$ cat src/hdl/epr_pkg.sv
// constants, encodings and carrier types of the ethernet port checker
// assumes one 40 MHz clock domain and an axi4-lite register slave
package epr_pkg;
  // timing
  localparam int MCLK_HZ = 40_000_000;
  localparam int ESMC_PERIOD_MS = 1000;
  localparam int ESMC_LOSS_MS = 5000;
  localparam int ESMC_PERIOD_CYC = MCLK_HZ / 1000 * ESMC_PERIOD_MS;
  localparam int ESMC_LOSS_CYC = MCLK_HZ / 1000 * ESMC_LOSS_MS;
  // register byte offsets
  localparam logic [7:0] REG_CTRL = 8'h00;
  localparam logic [7:0] REG_PORT = 8'h04;
  localparam logic [7:0] REG_RXCFG = 8'h08;
  localparam logic [7:0] REG_JUMBO = 8'h0C;
  localparam logic [7:0] REG_MACLO = 8'h10;
  localparam logic [7:0] REG_MACHI = 8'h14;
  localparam logic [7:0] REG_IP = 8'h18;
  localparam logic [7:0] REG_VLAN = 8'h1C;
  localparam logic [7:0] REG_STAT = 8'h20;
  localparam logic [7:0] REG_PRECNT = 8'h24;
  localparam logic [7:0] REG_IFGCNT = 8'h28;
  localparam logic [7:0] REG_OVRCNT = 8'h2C;
  localparam logic [7:0] REG_QLSEL = 8'h30;
  localparam logic [7:0] REG_QLCNT = 8'h34;
  // control field positions
  localparam int C_ARP = 0;
  localparam int C_PING = 1;
  localparam int C_LF = 2;
  localparam int C_RUN = 3;
  localparam int C_IGNPRE = 4;
  localparam int C_IFGFLT = 5;
  localparam int C_ANRF = 6;
  localparam int C_INBAND = 7;
  localparam int C_SYNCE = 8;
  localparam int C_SYNCMODE = 9;
  localparam int C_VLAN = 10;
  localparam int C_EVT = 12;
  localparam int C_QL = 16;
  localparam int C_QLOPT = 20;
  // reset values, limits and fixed in-band header values
  localparam logic [3:0] PRE_DEF = 4'h8;
  localparam logic [3:0] PRE_MIN = 4'h3;
  localparam logic [3:0] IFG_DEF = 4'hC;
  localparam logic [3:0] IFG_MIN = 4'h8;
  localparam logic [13:0] JUMBO_DEF = 14'h233A;
  localparam logic [13:0] JUMBO_MIN = 14'h05EF;
  localparam logic [13:0] JUMBO_MAX = 14'h3E80;
  localparam logic [7:0] INB_TOS = 8'h00;
  localparam logic [7:0] INB_TTL = 8'h14;
  localparam logic [15:0] INB_TPID = 16'h8100;
  localparam logic [3:0] INB_PCP_DEI = 4'h0;
  typedef enum logic [2:0] {
    R10M = 3'h0, R100M = 3'h1, R1G = 3'h2, R10G = 3'h3, R25G = 3'h4, R40G = 3'h5, R100G = 3'h6
  } epr_rate_t;
  typedef enum logic [1:0] {IF_ELEC = 2'h0, IF_SFP = 2'h1, IF_OPT = 2'h2} epr_if_t;
  typedef enum logic [1:0] {OPT_I = 2'h0, OPT_II = 2'h1, OPT_III = 2'h2, OPT_PKT = 2'h3} epr_qlopt_t;
  typedef enum logic [1:0] {EV_DYN = 2'h0, EV_OFF = 2'h1, EV_ON = 2'h2} epr_evt_t;
  typedef enum logic [4:0] {
    QN_INV = 5'h00, QN_PRC = 5'h01, QN_SSUA = 5'h02, QN_SSUB = 5'h03, QN_SEC = 5'h04,
    QN_DNU = 5'h05, QN_EEC1 = 5'h06, QN_EEC2 = 5'h07, QN_UNK = 5'h08, QN_STU = 5'h09,
    QN_PRS = 5'h0A, QN_TNC = 5'h0B, QN_ST2 = 5'h0C, QN_ST3 = 5'h0D, QN_SMC = 5'h0E,
    QN_ST3E = 5'h0F, QN_PROV = 5'h10, QN_DUS = 5'h11
  } epr_qname_t;
  typedef struct packed {
    logic done;
    logic arpReq;
    logic [4:0] preLen;
    logic [7:0] ifgLen;
    logic [13:0] frmLen;
  } epr_rxfrm_t;
  typedef struct packed {logic valid; logic [3:0] ql;} epr_esmcrx_t;
  typedef struct packed {logic send; logic [3:0] ql; logic evtFlag;} epr_esmctx_t;
  typedef struct packed {logic sendRf; logic forceIdle; logic streamOn;} epr_txctl_t;
  typedef struct packed {
    logic vlanOn;
    logic [7:0] tos;
    logic [7:0] ttl;
    logic [15:0] tpid;
    logic [15:0] tci;
  } epr_inhdr_t;
endpackage

$ cat src/hdl/epr_port_check.sv
// per-port receive checks, link fault response, in-band header and esmc engine
// assumes rx/link inputs come from pcs/parser logic on mclk; software via axi4-lite
`timescale 1ns/1ps
module epr_port_check #(
  parameter int PERIOD_CYC = epr_pkg::ESMC_PERIOD_CYC,
  parameter int LOSS_CYC = epr_pkg::ESMC_LOSS_CYC
) (
  // clock and reset
  input wire logic mclk,
  input wire logic rst_b,
  // axi4-lite slave
  input wire logic [7:0] s_axi_awaddr,
  input wire logic s_axi_awvalid,
  output logic s_axi_awready,
  input wire logic [31:0] s_axi_wdata,
  input wire logic [3:0] s_axi_wstrb,
  input wire logic s_axi_wvalid,
  output logic s_axi_wready,
  output logic [1:0] s_axi_bresp,
  output logic s_axi_bvalid,
  input wire logic s_axi_bready,
  input wire logic [7:0] s_axi_araddr,
  input wire logic s_axi_arvalid,
  output logic s_axi_arready,
  output logic [31:0] s_axi_rdata,
  output logic [1:0] s_axi_rresp,
  output logic s_axi_rvalid,
  input wire logic s_axi_rready,
  // receive side
  input wire epr_pkg::epr_rxfrm_t rxFrame,
  input wire epr_pkg::epr_esmcrx_t esmcRx,
  input wire logic rxLocalFault,
  input wire logic rxRemoteFault,
  input wire logic anPartnerRf,
  input wire logic otherPortInband,
  // transmit side
  output epr_pkg::epr_txctl_t txCtl,
  output logic arpReplySend,
  output logic [47:0] srcMac,
  output logic [31:0] srcIp,
  output epr_pkg::epr_inhdr_t inbandHdr,
  output epr_pkg::epr_esmctx_t esmcTx,
  output logic refLock,
  output logic syncAlarm
);
  import epr_pkg::*;

  typedef enum logic [2:0] {ST_OFF = 3'b001, ST_FIRST = 3'b010, ST_RUN = 3'b100} epr_txst_t;

  logic [31:0] ctrl_r;
  logic [2:0] rate_r;
  logic hiModule_r;
  logic [1:0] ifType_r;
  logic anMode_r;
  logic gigMode_r;
  logic [3:0] preExp_r;
  logic [3:0] ifgMin_r;
  logic [13:0] jumbo_r;
  logic [47:0] mac_r;
  logic [31:0] ip_r;
  logic [11:0] vid_r;
  logic [3:0] qlSel_r;
  logic [15:0] preCnt_r, ifgCnt_r, ovrCnt_r;
  logic [15:0] qlCnt_r [16];
  logic [3:0] lastQl_r;
  logic inbRefused_r;
  logic [7:0] awAddr_r;
  logic awHeld_r, wHeld_r;
  logic [31:0] wData_r;
  logic [3:0] wStrb_r;
  logic wrFire;
  logic [31:0] wrVal;
  logic [31:0] rdNxt;
  logic rdErr, wrErr;
  logic lfAllowed, lfEff, syncEAllowed, syncEEff, anRfActive;
  logic preViol, ifgViol, ovrViol;
  logic [27:0] perCnt_r, lossCnt_r;
  epr_txst_t txSt_r, txSt_nxt;
  epr_qname_t lastName;

  // byte-lane merge of a write onto the current value
  function automatic logic [31:0] mergeStrb(input logic [31:0] oldV, input logic [31:0] newV,
                                            input logic [3:0] strb);
    logic [31:0] m;
    m = {{8{strb[3]}}, {8{strb[2]}}, {8{strb[1]}}, {8{strb[0]}}};
    return (oldV & ~m) | (newV & m);
  endfunction

  // quality code to name per selected option
  function automatic epr_qname_t qlDecode(input logic [1:0] opt, input logic [3:0] code);
    epr_qname_t n;
    n = QN_INV;
    case (opt)
      OPT_I: begin
        case (code)
          4'h2: n = QN_PRC;
          4'h4: n = QN_SSUA;
          4'h8: n = QN_SSUB;
          4'hB: n = QN_SEC;
          4'hF: n = QN_DNU;
          default: n = QN_INV;
        endcase
      end
      OPT_II: begin
        case (code)
          4'h0: n = QN_STU;
          4'h1: n = QN_PRS;
          4'h4: n = QN_TNC;
          4'h7: n = QN_ST2;
          4'hA: n = QN_ST3;
          4'hC: n = QN_SMC;
          4'hD: n = QN_ST3E;
          4'hE: n = QN_PROV;
          4'hF: n = QN_DUS;
          default: n = QN_INV;
        endcase
      end
      OPT_III: begin
        case (code)
          4'h0: n = QN_UNK;
          4'hB: n = QN_SEC;
          default: n = QN_INV;
        endcase
      end
      default: begin
        case (code)
          4'hA: n = QN_EEC2;
          4'hB: n = QN_EEC1;
          default: n = QN_INV;
        endcase
      end
    endcase
    return n;
  endfunction

  // qualified enables derived from port configuration
  assign lfAllowed = hiModule_r && (rate_r >= R10G);
  assign lfEff = ctrl_r[C_LF] && lfAllowed;
  assign syncEAllowed = (rate_r <= R25G);
  assign syncEEff = ctrl_r[C_SYNCE] && syncEAllowed;
  assign anRfActive = ctrl_r[C_ANRF] && anMode_r && (ifType_r == IF_ELEC || ifType_r == IF_SFP);
  assign lastName = qlDecode(ctrl_r[C_QLOPT +: 2], lastQl_r);

  // receive frame checks
  assign preViol = rxFrame.done && (rxFrame.preLen != {1'h0, preExp_r}) && !ctrl_r[C_IGNPRE];
  assign ifgViol = rxFrame.done && (rxFrame.ifgLen < {4'h0, ifgMin_r})
                   && !(ctrl_r[C_IFGFLT] && gigMode_r);
  assign ovrViol = rxFrame.done && (rxFrame.frmLen > jumbo_r);

  // axi handshake: address and data taken independently, response after both
  assign s_axi_awready = !awHeld_r && !s_axi_bvalid;
  assign s_axi_wready = !wHeld_r && !s_axi_bvalid;
  assign s_axi_arready = !s_axi_rvalid;
  assign wrFire = awHeld_r && wHeld_r && !s_axi_bvalid;

  always_ff @(posedge mclk) begin
    if (!rst_b) begin
      awHeld_r <= 1'h0;
      wHeld_r <= 1'h0;
      awAddr_r <= 8'h00;
      wData_r <= 32'h0;
      wStrb_r <= 4'h0;
      s_axi_bvalid <= 1'h0;
      s_axi_bresp <= 2'h0;
    end else begin
      if (s_axi_awvalid && s_axi_awready) begin
        awHeld_r <= 1'h1;
        awAddr_r <= s_axi_awaddr;
      end
      if (s_axi_wvalid && s_axi_wready) begin
        wHeld_r <= 1'h1;
        wData_r <= s_axi_wdata;
        wStrb_r <= s_axi_wstrb;
      end
      if (wrFire) begin
        awHeld_r <= 1'h0;
        wHeld_r <= 1'h0;
        s_axi_bvalid <= 1'h1;
        s_axi_bresp <= wrErr ? 2'h2 : 2'h0;
      end else if (s_axi_bready) begin
        s_axi_bvalid <= 1'h0;
      end
    end
  end

  // write decode: unmapped and read-only offsets answer slverr
  always_comb begin
    wrErr = 1'h0;
    wrVal = 32'h0;
    case (awAddr_r)
      REG_CTRL: wrVal = mergeStrb(ctrl_r, wData_r, wStrb_r);
      REG_PORT: wrVal = mergeStrb({23'h0, gigMode_r, anMode_r, ifType_r, hiModule_r, 1'h0, rate_r},
                                  wData_r, wStrb_r);
      REG_RXCFG: wrVal = mergeStrb({20'h0, ifgMin_r, 4'h0, preExp_r}, wData_r, wStrb_r);
      REG_JUMBO: wrVal = mergeStrb({18'h0, jumbo_r}, wData_r, wStrb_r);
      REG_MACLO: wrVal = mergeStrb(mac_r[31:0], wData_r, wStrb_r);
      REG_MACHI: wrVal = mergeStrb({16'h0, mac_r[47:32]}, wData_r, wStrb_r);
      REG_IP: wrVal = mergeStrb(ip_r, wData_r, wStrb_r);
      REG_VLAN: wrVal = mergeStrb({20'h0, vid_r}, wData_r, wStrb_r);
      REG_QLSEL: wrVal = mergeStrb({28'h0, qlSel_r}, wData_r, wStrb_r);
      REG_PRECNT, REG_IFGCNT, REG_OVRCNT, REG_QLCNT: wrVal = 32'h0; // write clears
      default: wrErr = 1'h1;
    endcase
  end

  // configuration; out-of-range limits keep their value
  always_ff @(posedge mclk) begin
    if (!rst_b) begin
      ctrl_r <= 32'h0;
      rate_r <= R1G;
      hiModule_r <= 1'h0;
      ifType_r <= IF_ELEC;
      anMode_r <= 1'h0;
      gigMode_r <= 1'h0;
      preExp_r <= PRE_DEF;
      ifgMin_r <= IFG_DEF;
      jumbo_r <= JUMBO_DEF;
      mac_r <= 48'h0;
      ip_r <= 32'h0;
      vid_r <= 12'h000;
      qlSel_r <= 4'h0;
      inbRefused_r <= 1'h0;
    end else if (wrFire) begin
      case (awAddr_r)
        REG_CTRL: begin
          // a second port may not take in-band control
          ctrl_r <= wrVal;
          ctrl_r[C_INBAND] <= wrVal[C_INBAND] && !otherPortInband;
          inbRefused_r <= wrVal[C_INBAND] && otherPortInband;
        end
        REG_PORT: begin
          rate_r <= wrVal[2:0];
          hiModule_r <= wrVal[4];
          ifType_r <= wrVal[6:5];
          anMode_r <= wrVal[7];
          gigMode_r <= wrVal[8];
        end
        REG_RXCFG: begin
          if (wrVal[3:0] >= PRE_MIN) preExp_r <= wrVal[3:0];
          if (wrVal[11:8] >= IFG_MIN) ifgMin_r <= wrVal[11:8];
        end
        REG_JUMBO: begin
          if (wrVal[13:0] >= JUMBO_MIN && wrVal[13:0] <= JUMBO_MAX && wrVal[31:14] == 18'h0) begin
            jumbo_r <= wrVal[13:0];
          end
        end
        REG_MACLO: mac_r[31:0] <= wrVal;
        REG_MACHI: mac_r[47:32] <= wrVal[15:0];
        REG_IP: ip_r <= wrVal;
        REG_VLAN: vid_r <= wrVal[11:0];
        REG_QLSEL: qlSel_r <= wrVal[3:0];
        default: ;
      endcase
    end
  end

  // violation counters; an event in the clearing cycle still counts
  always_ff @(posedge mclk) begin
    if (!rst_b) begin
      preCnt_r <= 16'h0000;
      ifgCnt_r <= 16'h0000;
      ovrCnt_r <= 16'h0000;
    end else begin
      if (wrFire && awAddr_r == REG_PRECNT) preCnt_r <= {15'h0, preViol};
      else if (preViol && preCnt_r != 16'hFFFF) preCnt_r <= preCnt_r + 16'h1;
      if (wrFire && awAddr_r == REG_IFGCNT) ifgCnt_r <= {15'h0, ifgViol};
      else if (ifgViol && ifgCnt_r != 16'hFFFF) ifgCnt_r <= ifgCnt_r + 16'h1;
      if (wrFire && awAddr_r == REG_OVRCNT) ovrCnt_r <= {15'h0, ovrViol};
      else if (ovrViol && ovrCnt_r != 16'hFFFF) ovrCnt_r <= ovrCnt_r + 16'h1;
    end
  end

  // per-code esmc statistics, one saturating counter per quality code
  for (genvar i = 0; i < 16; i++) begin : g_qlcnt
    logic hit;
    assign hit = syncEEff && esmcRx.valid && (esmcRx.ql == 4'(i));
    always_ff @(posedge mclk) begin
      if (!rst_b) begin
        qlCnt_r[i] <= 16'h0000;
      end else if (wrFire && awAddr_r == REG_QLCNT) begin
        qlCnt_r[i] <= {15'h0, hit};
      end else if (hit && qlCnt_r[i] != 16'hFFFF) begin
        qlCnt_r[i] <= qlCnt_r[i] + 16'h1;
      end
    end
  end

  // read decode and data register
  always_comb begin
    rdErr = 1'h0;
    rdNxt = 32'h0;
    case (s_axi_araddr)
      REG_CTRL: rdNxt = ctrl_r;
      REG_PORT: rdNxt = {23'h0, gigMode_r, anMode_r, ifType_r, hiModule_r, 1'h0, rate_r};
      REG_RXCFG: rdNxt = {20'h0, ifgMin_r, 4'h0, preExp_r};
      REG_JUMBO: rdNxt = {18'h0, jumbo_r};
      REG_MACLO: rdNxt = mac_r[31:0];
      REG_MACHI: rdNxt = {16'h0, mac_r[47:32]};
      REG_IP: rdNxt = ip_r;
      REG_VLAN: rdNxt = {20'h0, vid_r};
      REG_STAT: rdNxt = {11'h0, lastName, lastQl_r, 1'h0, refLock, inbRefused_r,
                         ctrl_r[C_INBAND], anRfActive && anPartnerRf, anRfActive, syncAlarm,
                         syncEAllowed, lfAllowed, txCtl.streamOn, txCtl.forceIdle, txCtl.sendRf};
      REG_PRECNT: rdNxt = {16'h0, preCnt_r};
      REG_IFGCNT: rdNxt = {16'h0, ifgCnt_r};
      REG_OVRCNT: rdNxt = {16'h0, ovrCnt_r};
      REG_QLSEL: rdNxt = {28'h0, qlSel_r};
      REG_QLCNT: rdNxt = {16'h0, qlCnt_r[qlSel_r]};
      default: rdErr = 1'h1;
    endcase
  end

  always_ff @(posedge mclk) begin
    if (!rst_b) begin
      s_axi_rvalid <= 1'h0;
      s_axi_rdata <= 32'h0;
      s_axi_rresp <= 2'h0;
    end else if (s_axi_arvalid && s_axi_arready) begin
      s_axi_rvalid <= 1'h1;
      s_axi_rdata <= rdNxt;
      s_axi_rresp <= rdErr ? 2'h2 : 2'h0;
    end else if (s_axi_rready) begin
      s_axi_rvalid <= 1'h0;
    end
  end

  // link fault response and address-resolution replies
  always_ff @(posedge mclk) begin
    if (!rst_b) begin
      txCtl <= '0;
      arpReplySend <= 1'h0;
      srcMac <= 48'h0;
      srcIp <= 32'h0;
    end else begin
      txCtl.sendRf <= lfEff && rxLocalFault;
      txCtl.forceIdle <= !ctrl_r[C_RUN] || (lfEff && rxRemoteFault);
      txCtl.streamOn <= ctrl_r[C_RUN] && !(lfEff && rxRemoteFault);
      arpReplySend <= rxFrame.done && rxFrame.arpReq
                      && (ctrl_r[C_ARP] || ctrl_r[C_PING]);
      srcMac <= mac_r;
      srcIp <= ip_r;
    end
  end

  // fixed in-band header fields; only the vlan enable and vlan id are software's
  always_ff @(posedge mclk) begin
    if (!rst_b) begin
      inbandHdr <= '0;
    end else begin
      inbandHdr.vlanOn <= ctrl_r[C_VLAN];
      inbandHdr.tos <= INB_TOS;
      inbandHdr.ttl <= INB_TTL;
      inbandHdr.tpid <= INB_TPID;
      inbandHdr.tci <= {INB_PCP_DEI, vid_r};
    end
  end

  // esmc receive: latest code and missing-message alarm
  always_ff @(posedge mclk) begin
    if (!rst_b) begin
      lastQl_r <= 4'h0;
      lossCnt_r <= 28'h0;
      syncAlarm <= 1'h0;
    end else if (!syncEEff) begin
      lossCnt_r <= 28'h0;
      syncAlarm <= 1'h0;
    end else if (esmcRx.valid) begin
      lastQl_r <= esmcRx.ql;
      lossCnt_r <= 28'h0;
      syncAlarm <= 1'h0;
    end else if (lossCnt_r >= 28'(LOSS_CYC - 1)) begin
      syncAlarm <= 1'h1;
    end else begin
      lossCnt_r <= lossCnt_r + 28'h1;
    end
  end

  // esmc transmit: first message at once, then once per second
  always_comb begin
    txSt_nxt = txSt_r;
    case (txSt_r)
      ST_OFF: if (syncEEff && ctrl_r[C_SYNCMODE]) txSt_nxt = ST_FIRST;
      ST_FIRST: txSt_nxt = (syncEEff && ctrl_r[C_SYNCMODE]) ? ST_RUN : ST_OFF;
      ST_RUN: if (!(syncEEff && ctrl_r[C_SYNCMODE])) txSt_nxt = ST_OFF;
      default: txSt_nxt = ST_OFF;
    endcase
  end

  always_ff @(posedge mclk) begin
    if (!rst_b) begin
      txSt_r <= ST_OFF;
      perCnt_r <= 28'h0;
      esmcTx <= '0;
      refLock <= 1'h0;
    end else begin
      txSt_r <= txSt_nxt;
      refLock <= syncEEff && ctrl_r[C_SYNCMODE];
      esmcTx.send <= 1'h0;
      if (txSt_r == ST_FIRST && txSt_nxt == ST_RUN) begin
        perCnt_r <= 28'h0;
        esmcTx.send <= 1'h1;
        esmcTx.ql <= ctrl_r[C_QL +: 4];
        esmcTx.evtFlag <= (ctrl_r[C_EVT +: 2] != EV_OFF);
      end else if (txSt_r == ST_RUN && txSt_nxt == ST_RUN) begin
        if (perCnt_r >= 28'(PERIOD_CYC - 1)) begin
          perCnt_r <= 28'h0;
          esmcTx.send <= 1'h1;
          esmcTx.ql <= ctrl_r[C_QL +: 4];
          esmcTx.evtFlag <= (ctrl_r[C_EVT +: 2] == EV_ON);
        end else begin
          perCnt_r <= perCnt_r + 28'h1;
        end
      end else begin
        perCnt_r <= 28'h0;
      end
    end
  end
endmodule

$ cat config.mk
export PLATFORM = sky130hd
export DESIGN_NAME = epr_port_check
export DESIGN_NICKNAME = d
export VERILOG_FILES = /design/src/hdl/epr_pkg.sv /design/src/hdl/epr_port_check.sv
export SDC_FILE = /design/constraint.sdc
export NUM_CORES = 2
export LEC_CHECK = 0
export BUFFER_PORTS_ARGS = -buffer_cell sky130_fd_sc_hd__buf_2
export CORE_ASPECT_RATIO = 1.25
export CORE_UTILIZATION = 25
export DETAILED_ROUTE_END_ITERATION = 7
export HOLD_SLACK_MARGIN = 0.02
export MAX_ROUTING_LAYER = met4
export PLACE_DENSITY_LB_ADDON = 0.25
export SYNTH_ARGS = -nofsm -noshare
export SYNTH_HDL_FRONTEND = slang
export SYNTH_SLANG_ARGS = --single-unit
$ cat constraint.sdc
create_clock -name mclk -period 6.65 [get_ports mclk]
set_input_delay 0.9975 -clock mclk [delete_from_list [all_inputs] [get_ports mclk]]
set_output_delay 0.9975 -clock mclk [all_outputs]
set_load 0.01 [all_outputs]
# Word level (Yosys, flattened, before mapping)
# Memory sizes are Yosys's and may differ from the RTL's. A register that Yosys moved wholly into a read port is not among the register bits.
# Index checks and enable logic that the tools add are counted.
[op_classes]
add_sub_neg = 21
n_eq_ne = 75
magnitude_cmp = 10
bitwise_logic = 55
reduce_logical = 117
muxes = 130
[op_table]
columns = ["op", "count"]
rows = [
  ["$mux W16", 32],
  ["$pmux W32 S14", 1],
  ["$add A16 B1 Y16 const B", 19],
  ["$ne A16 B16 Y1 const B", 19],
  ["$or A32 B32 Y32", 9],
  ["$pmux W32 S9", 1],
  ["$and A32 B32 Y32", 4],
  ["$eq A8 B6 Y1 const B", 11],
  ["$mux W1", 78],
  ["$logic_and A1 B1 Y1", 71],
  ["$and A12 B32 Y32", 2],
  ["$eq A8 B5 Y1 const B", 8],
  ["$add A28 B1 Y28 const B", 2],
  ["$eq A4 B4 Y1 const B", 12],
  ["$mux W37", 1],
  ["$and A14 B32 Y32", 1],
  ["$and A16 B32 Y32", 1],
  ["$and A4 B32 Y32", 1],
  ["$and A9 B32 Y32", 1],
  ["$eq A8 B4 Y1 const B", 4],
  ["$not A32 Y32", 1],
  ["$or A1 B1 Y1", 32],
  ["$ge A28 B26 Y1 const B", 1],
  ["$ge A28 B28 Y1 const B", 1],
  ["other kinds (43)", 95],
]
[totals]
elab_cells = 462
romBits = 80
memories = 2
register_bits = 495
ramBits = 256
out_inout_bits = 182
in_bits = 97
[memory_table]
columns = ["memory", "depth", "width", "read_ports", "rd_clocked_by_memory_dff", "write_ports", "line_no", "source"]
rows = [
  ["qlCnt_r", 16, 16, 17, 1, 16, "epr_port_check.sv:64", "logic [15:0] qlCnt_r [16];"],
  ["(name not given)", 16, 5, 1, 1, 0, "epr_port_check.sv:105", "case (code)"],
]

# Depth between registers and ports, before layout
[depth]
word_depth = 10
ltp_mapped = 14
ltp_nobuf = 11

# Least setup slack after synthesis
# No wires, ideal clock.
[synth_timing]
path_type = "input to register"
from = "input rxFrame[15] (netlist name)"
to = "register ifgCnt_r[13]"
path_buffers = 1
required_time_ns = 6.579
setup_ns = 0.071
setup_slack_ns = 3.203
arrival_time_ns = 3.376
path_stages = 9
path_cell_list = "ha_1 > a21o_1 > a21o_1 > a221oi_1 > nand4_1 > or2_2 > clkbuf_1 > or3_1 > a21oi_1"
[synth_between]
elab_chain_cells = 4
[synth_lines]
columns = ["item", "line_no", "source"]
rows = [
  ["start, declared", "epr_port_check.sv:30", "input wire epr_pkg::epr_rxfrm_t rxFrame,"],
  ["$lt A8 B4 Y1", "epr_port_check.sv:146", "assign ifgViol = rxFrame.done && (rxFrame.ifgLen < {4'h0, ifgMin_r})"],
  ["$logic_and A1 B1 Y1", "epr_port_check.sv:146", ""],
  ["$logic_and A1 B1 Y1", "epr_port_check.sv:147", "&& !(ctrl_r[C_IFGFLT] && gigMode_r);"],
  ["$logic_and A1 B1 Y1", "epr_port_check.sv:267", "else if (ifgViol && ifgCnt_r != 16'hFFFF) ifgCnt_r <= ifgCnt_r + 16'h1;"],
  ["end signal, assigned", "epr_port_check.sv:266", "if (wrFire && awAddr_r == REG_IFGCNT) ifgCnt_r <= {15'h0, ifgViol};"],
  ["end signal, assigned", "epr_port_check.sv:267", ""],
  ["end, declared", "epr_port_check.sv:63", "logic [15:0] preCnt_r, ifgCnt_r, ovrCnt_r;"],
]
# Every way passes these cells.
# A chain may end at the register's enable or synchronous reset.

# Worst setup path after layout
[layout_timing]
from = "register awAddr_r[4]"
to = "register jumbo_r[13]"
[layout_between]
elab_chain_cells = 6
word_cells_on_any_way = 16
cone_classes = "order compare: 2; eq/ne: 8; mux: 1; reduce/logical: 5"
[layout_lines]
columns = ["item", "line_no", "source"]
rows = [
  ["start, declared", "epr_port_check.sv:67", "logic [7:0] awAddr_r;"],
  ["start signal, assigned", "epr_port_check.sv:168", "awAddr_r <= s_axi_awaddr;"],
  ["$eq A8 B6 Y1, or another cell as far along", "epr_port_check.sv:190", "case (awAddr_r)"],
  ["$pmux W32 S9", "epr_port_check.sv:190", ""],
  ["$ge A14 B11 Y1 or $le A14 B14 Y1 (tied branches)", "epr_port_check.sv:243", "if (wrVal[13:0] >= JUMBO_MIN && wrVal[13:0] <= JUMBO_MAX && wrVal[31:14] == 18'h0) begin"],
  ["$logic_and A1 B1 Y1 (2 in a row)", "epr_port_check.sv:243", ""],
  ["$reduce_and A3 Y1 (no source line)", "--", ""],
  ["end signal, assigned", "epr_port_check.sv:244", "jumbo_r <= wrVal[13:0];"],
  ["end, declared", "epr_port_check.sv:58", "logic [13:0] jumbo_r;"],
]
# Parallel ways exist; a longest one is shown, timed or not.

==> flow_metrics.py <==
metrics = {
    "floorplan": {
        "die-area_um2": 146000,
        "std_cell_rows": 155,
        "core_um2": 143000,
        "die_w_um": 341,
        "initial_core_util_pct": 25.2,
        "die_y_um": 426,
        "pin_count": 279,
    },
    "timing": {
        "period_share_pct": 64.7,
        "setup_viol": 0,
        "hold_viol": 0,
        "finClkSkew_ns": 0.0383,
        "tightest_slew_ns": 1.38,
        "maxSlewViolCount": 0,
        "fmax_mhz": 232,
        "finalCriticalPeriod_ns": 4.30,
        "slew_headroom_pct": 7.96,
        "rsz0062_at_grt": "no",
        "fin_setup_tns_ns": 0,
    },
    "placement": {
        "io_buffer_count": 244,
        "gp_congestion": 1.00,
        "dp_hpwl_um": 106000,
        "place_inst": 5783,
    },
    "power": {
        "power.density_nw_per_um2": 243,
        "switching_share_pct": 25.2,
        "leakage_nw": 14.5,
        "p_int_mw": 7.62,
        "p_sw_mw": 2.57,
        "clkPwrFrac_pct": 46.6,
        "p_seq_share_pct": 47.3,
        "p_comb_share_pct": 6.1,
        "ir_worst_vdd_mv": 0.213,
    },
    "routing": {
        "drt_wl_total_um": 140000,
        "initialDrtViolationCount": 3225,
        "drc": 0,
        "dr.pass1.iters": 6,
        "ant_nets": 0,
        "vias": 30281,
        "via_per_inst": 5.09,
        "wire_per_inst_um": 23.6,
    },
    "yosys": {
        "yosysTopAreaCell": "dfxtp_1",
        "avgSynthCellArea_um2": 9.47,
        "synth_cells": 3803,
        "ys.flop_type": "dfxtp_1",
        "yosysTopAreaCellShare_pct": 26.0,
        "ys_ff_latch": 723,
        "ys_async_sr_fraction_pct": 0,
        "synthDistinctLibCells": 92,
        "synth-edff-count": 256,
        "synth_warnings": 0,
        "yosys-top-cells-area": "dfxtp_1 26%, edfxtp_1 21%, nor2_1 6.7%",
        "synth_seq_area_share_pct": 47.3,
        "syn_area_um2": 36000,
    },
    "global_route": {
        "grt_max_degree": 95,
        "first_global_vias": 28511,
        "grt_util_met3_pct": 3.04,
        "grt_pass1_wl_um": 202000,
        "grt.total_usage_pct": 19.4,
        "busiest_layer": "met2",
        "grt.overflow.total": 0,
        "grtUsageMet2_pct": 30.9,
        "antenna_found_initial": 10,
        "use_met1_pct": 23.3,
    },
    "cells_and_area": {
        "drive_above_1_share_pct": 14.4,
        "fillerInstances": 14984,
        "fin_nets": 4124,
        "final_cells": 5944,
        "area_growth_pct": 16.4,
    },
    "hold_path": {
        "hold_class": "reg -> reg",
    },
    "clocking": {
        "postCtsSetupBuffers": 0,
        "cts_buffers": 84,
        "cts_tree": "yes",
        "ctsResizeCount": 0,
        "cts.sinks": 723,
        "path_clk_slew_ns": 0.06,
        "h-tree-depth": 3,
        "cts_root_buf": "clkbuf_16",
        "cts_buffer_depth": 3,
        "cts-hold-fix-buffers": 0,
        "insertion_delay_ns": 0.70,
    },
    "worst_setup_path": {
        "crit_type": "reg -> reg",
        "cp.required_ns": 7.23,
        "critPathMaxFanout": 22,
        "worst-r2r-setup-slack_ns": 2.35,
        "worstSetupEndpointType": "flop",
        "critical_path_arrival_ns": 4.89,
        "cp-start-kind": "flop",
    },
    "flow_run": {
        "maxCapViolCount": 0,
    },
    "outcome": {
        "outcome": "complete, no violations",
    },
}
==> Yosys cell counts, drive strengths merged (11+ instances only) <==
cell type	count
nor3	48
xnor2	126
o21ai	55
and4	22
or3	18
nor2	650
inv	71
and3	81
and2	110
nand2b	18
o22ai	24
or4	13
nand4	53
a31oi	22
xor2	189
a22oi	53
clkbuf	153
a222oi	25
edfxtp	256
mux2	16
buf	81
a21oi	195
nor2b	16
nor4	24
nand3	179
a22o	16
dfxtp	467
a221oi	29
nand2	412
mux2i	40
a211oi	86
mux4	84
or2	11
ha	42
a21o	14
==> power by group through the flow <==
stage | clock (mW) | combinational [mW] | sequential [mW]
after floorplan | 0 | 0.425 | 4.82
final | 4.75 | 0.623 | 4.82
after detailed placement | 0 | 0.612 | 4.91
after global routing | 5.03 | 0.665 | 4.82
after global placement | 0 | 0.609 | 4.91
after CTS | 4.86 | 0.615 | 4.81
==> per-layer routing <==
| metal | vias up | part of all wire [%] |
|---|---|---|
| li1 | 13890 | - |
| met1 | 14684 | 40 |
| met2 | 1372 | 47 |
| met3 | 335 | 7.2 |
| met4 | 0 | 5.8 |
| met5 | - | 0 |
==> metrics by stage <==
step / hold slack, ns / utilization [%] / power [mW] / setup slack [ns] / area (um2)
floorplan: 0.426 / - / 5.25 / 3.20 / 36100
global route: 0.482 / 29.3 / 10.5 / 2.21 / 41900
finish: 0.457 / 29.3 / 10.2 / 2.35 / 41900
CTS: 0.453 / 29.3 / 10.3 / 2.42 / 41900
detailed placement: 0.445 / 27.4 / 5.52 / 2.45 / 39100
global placement: 0.440 / 27.4 / 5.51 / 2.46 / 39100
==> cell usage in the layout, fill, tap and decap left out, types with 48 or more instances in the layout <==
master     instances
buf_2            243
xnor2_1          126
nor2_1           639
edfxtp_1         256
xor2_1           189
and3_1            81
a21oi_1          192
nand2_1          410
a22oi_1           53
buf_4             52
nand4_1           53
inv_1             70
dfxtp_1          463
o21ai_0           48
a211oi_1          85
nand3_1          179
clkbuf_16         88
and2_1           110
mux4_2            84
==> final timing paths <==
path	from	to	depth (start not counted)
hold reg to reg	txSt_r[1]	txSt_r[1]	1
setup / recovery	awAddr_r[4]	jumbo_r[13]	9
hold / removal	txSt_r[1]	txSt_r[1]	1
setup reg to reg	awAddr_r[4]	jumbo_r[13]	9
==> critical path, stage by stage (launching register included) <==
cell and delay (ns):
dfxtp_1 0.89, or4b_1 0.69, nor2_2 0.71, a32oi_1 0.13, a221oi_1 0.27, o22a_1 0.43, nand4_1 0.33, nor2_2 0.31
nor3_4 0.11, a211o_1 0.30
==> sequential cells by signal, summed over array words and instances, names as in the netlist, 32 cells and up, named ones only <==
| name | count |
|---|---|
| srcMac | 48 |
| s_axi_rdata | 32 |
| srcIp | 32 |
| ctrl_r | 32 |
| wData_r | 32 |
| qlCnt_r | 256 |
| ip_r | 32 |
| mac_r | 48 |
==> cell families (layout without fill, tap and decap cells) <==
logic type / count (synthesis) / count (layout) / share of synthesized area, %
xor+xnor: 315 / 315 / 7.66
mux: 140 / 140 / 6.87
simple gates: 1682 / 1682 / 21.6
other cells: 1 / 41 / 0.0104
compound gates: 595 / 595 / 11.3
flops: 723 / 723 / 47.3
buf+inv: 305 / 522 / 3.77
fa+ha+maj: 42 / 42 / 1.46
==> area by class of cell <==
cell class                 instances  area (um2)  area share [%]
multi-input combinational       2810       17800            42.5
sequential                       723       17000            40.7
clock buffer                     125        2460            5.87
tap                             1884        2360            5.62
timing repair buffer             295        1610            3.83
clock inverter                    31         335           0.800
inverter                          71         274           0.654
antenna                            5        12.5          0.0298
Note: power is estimated with default switching activity, not from simulation.
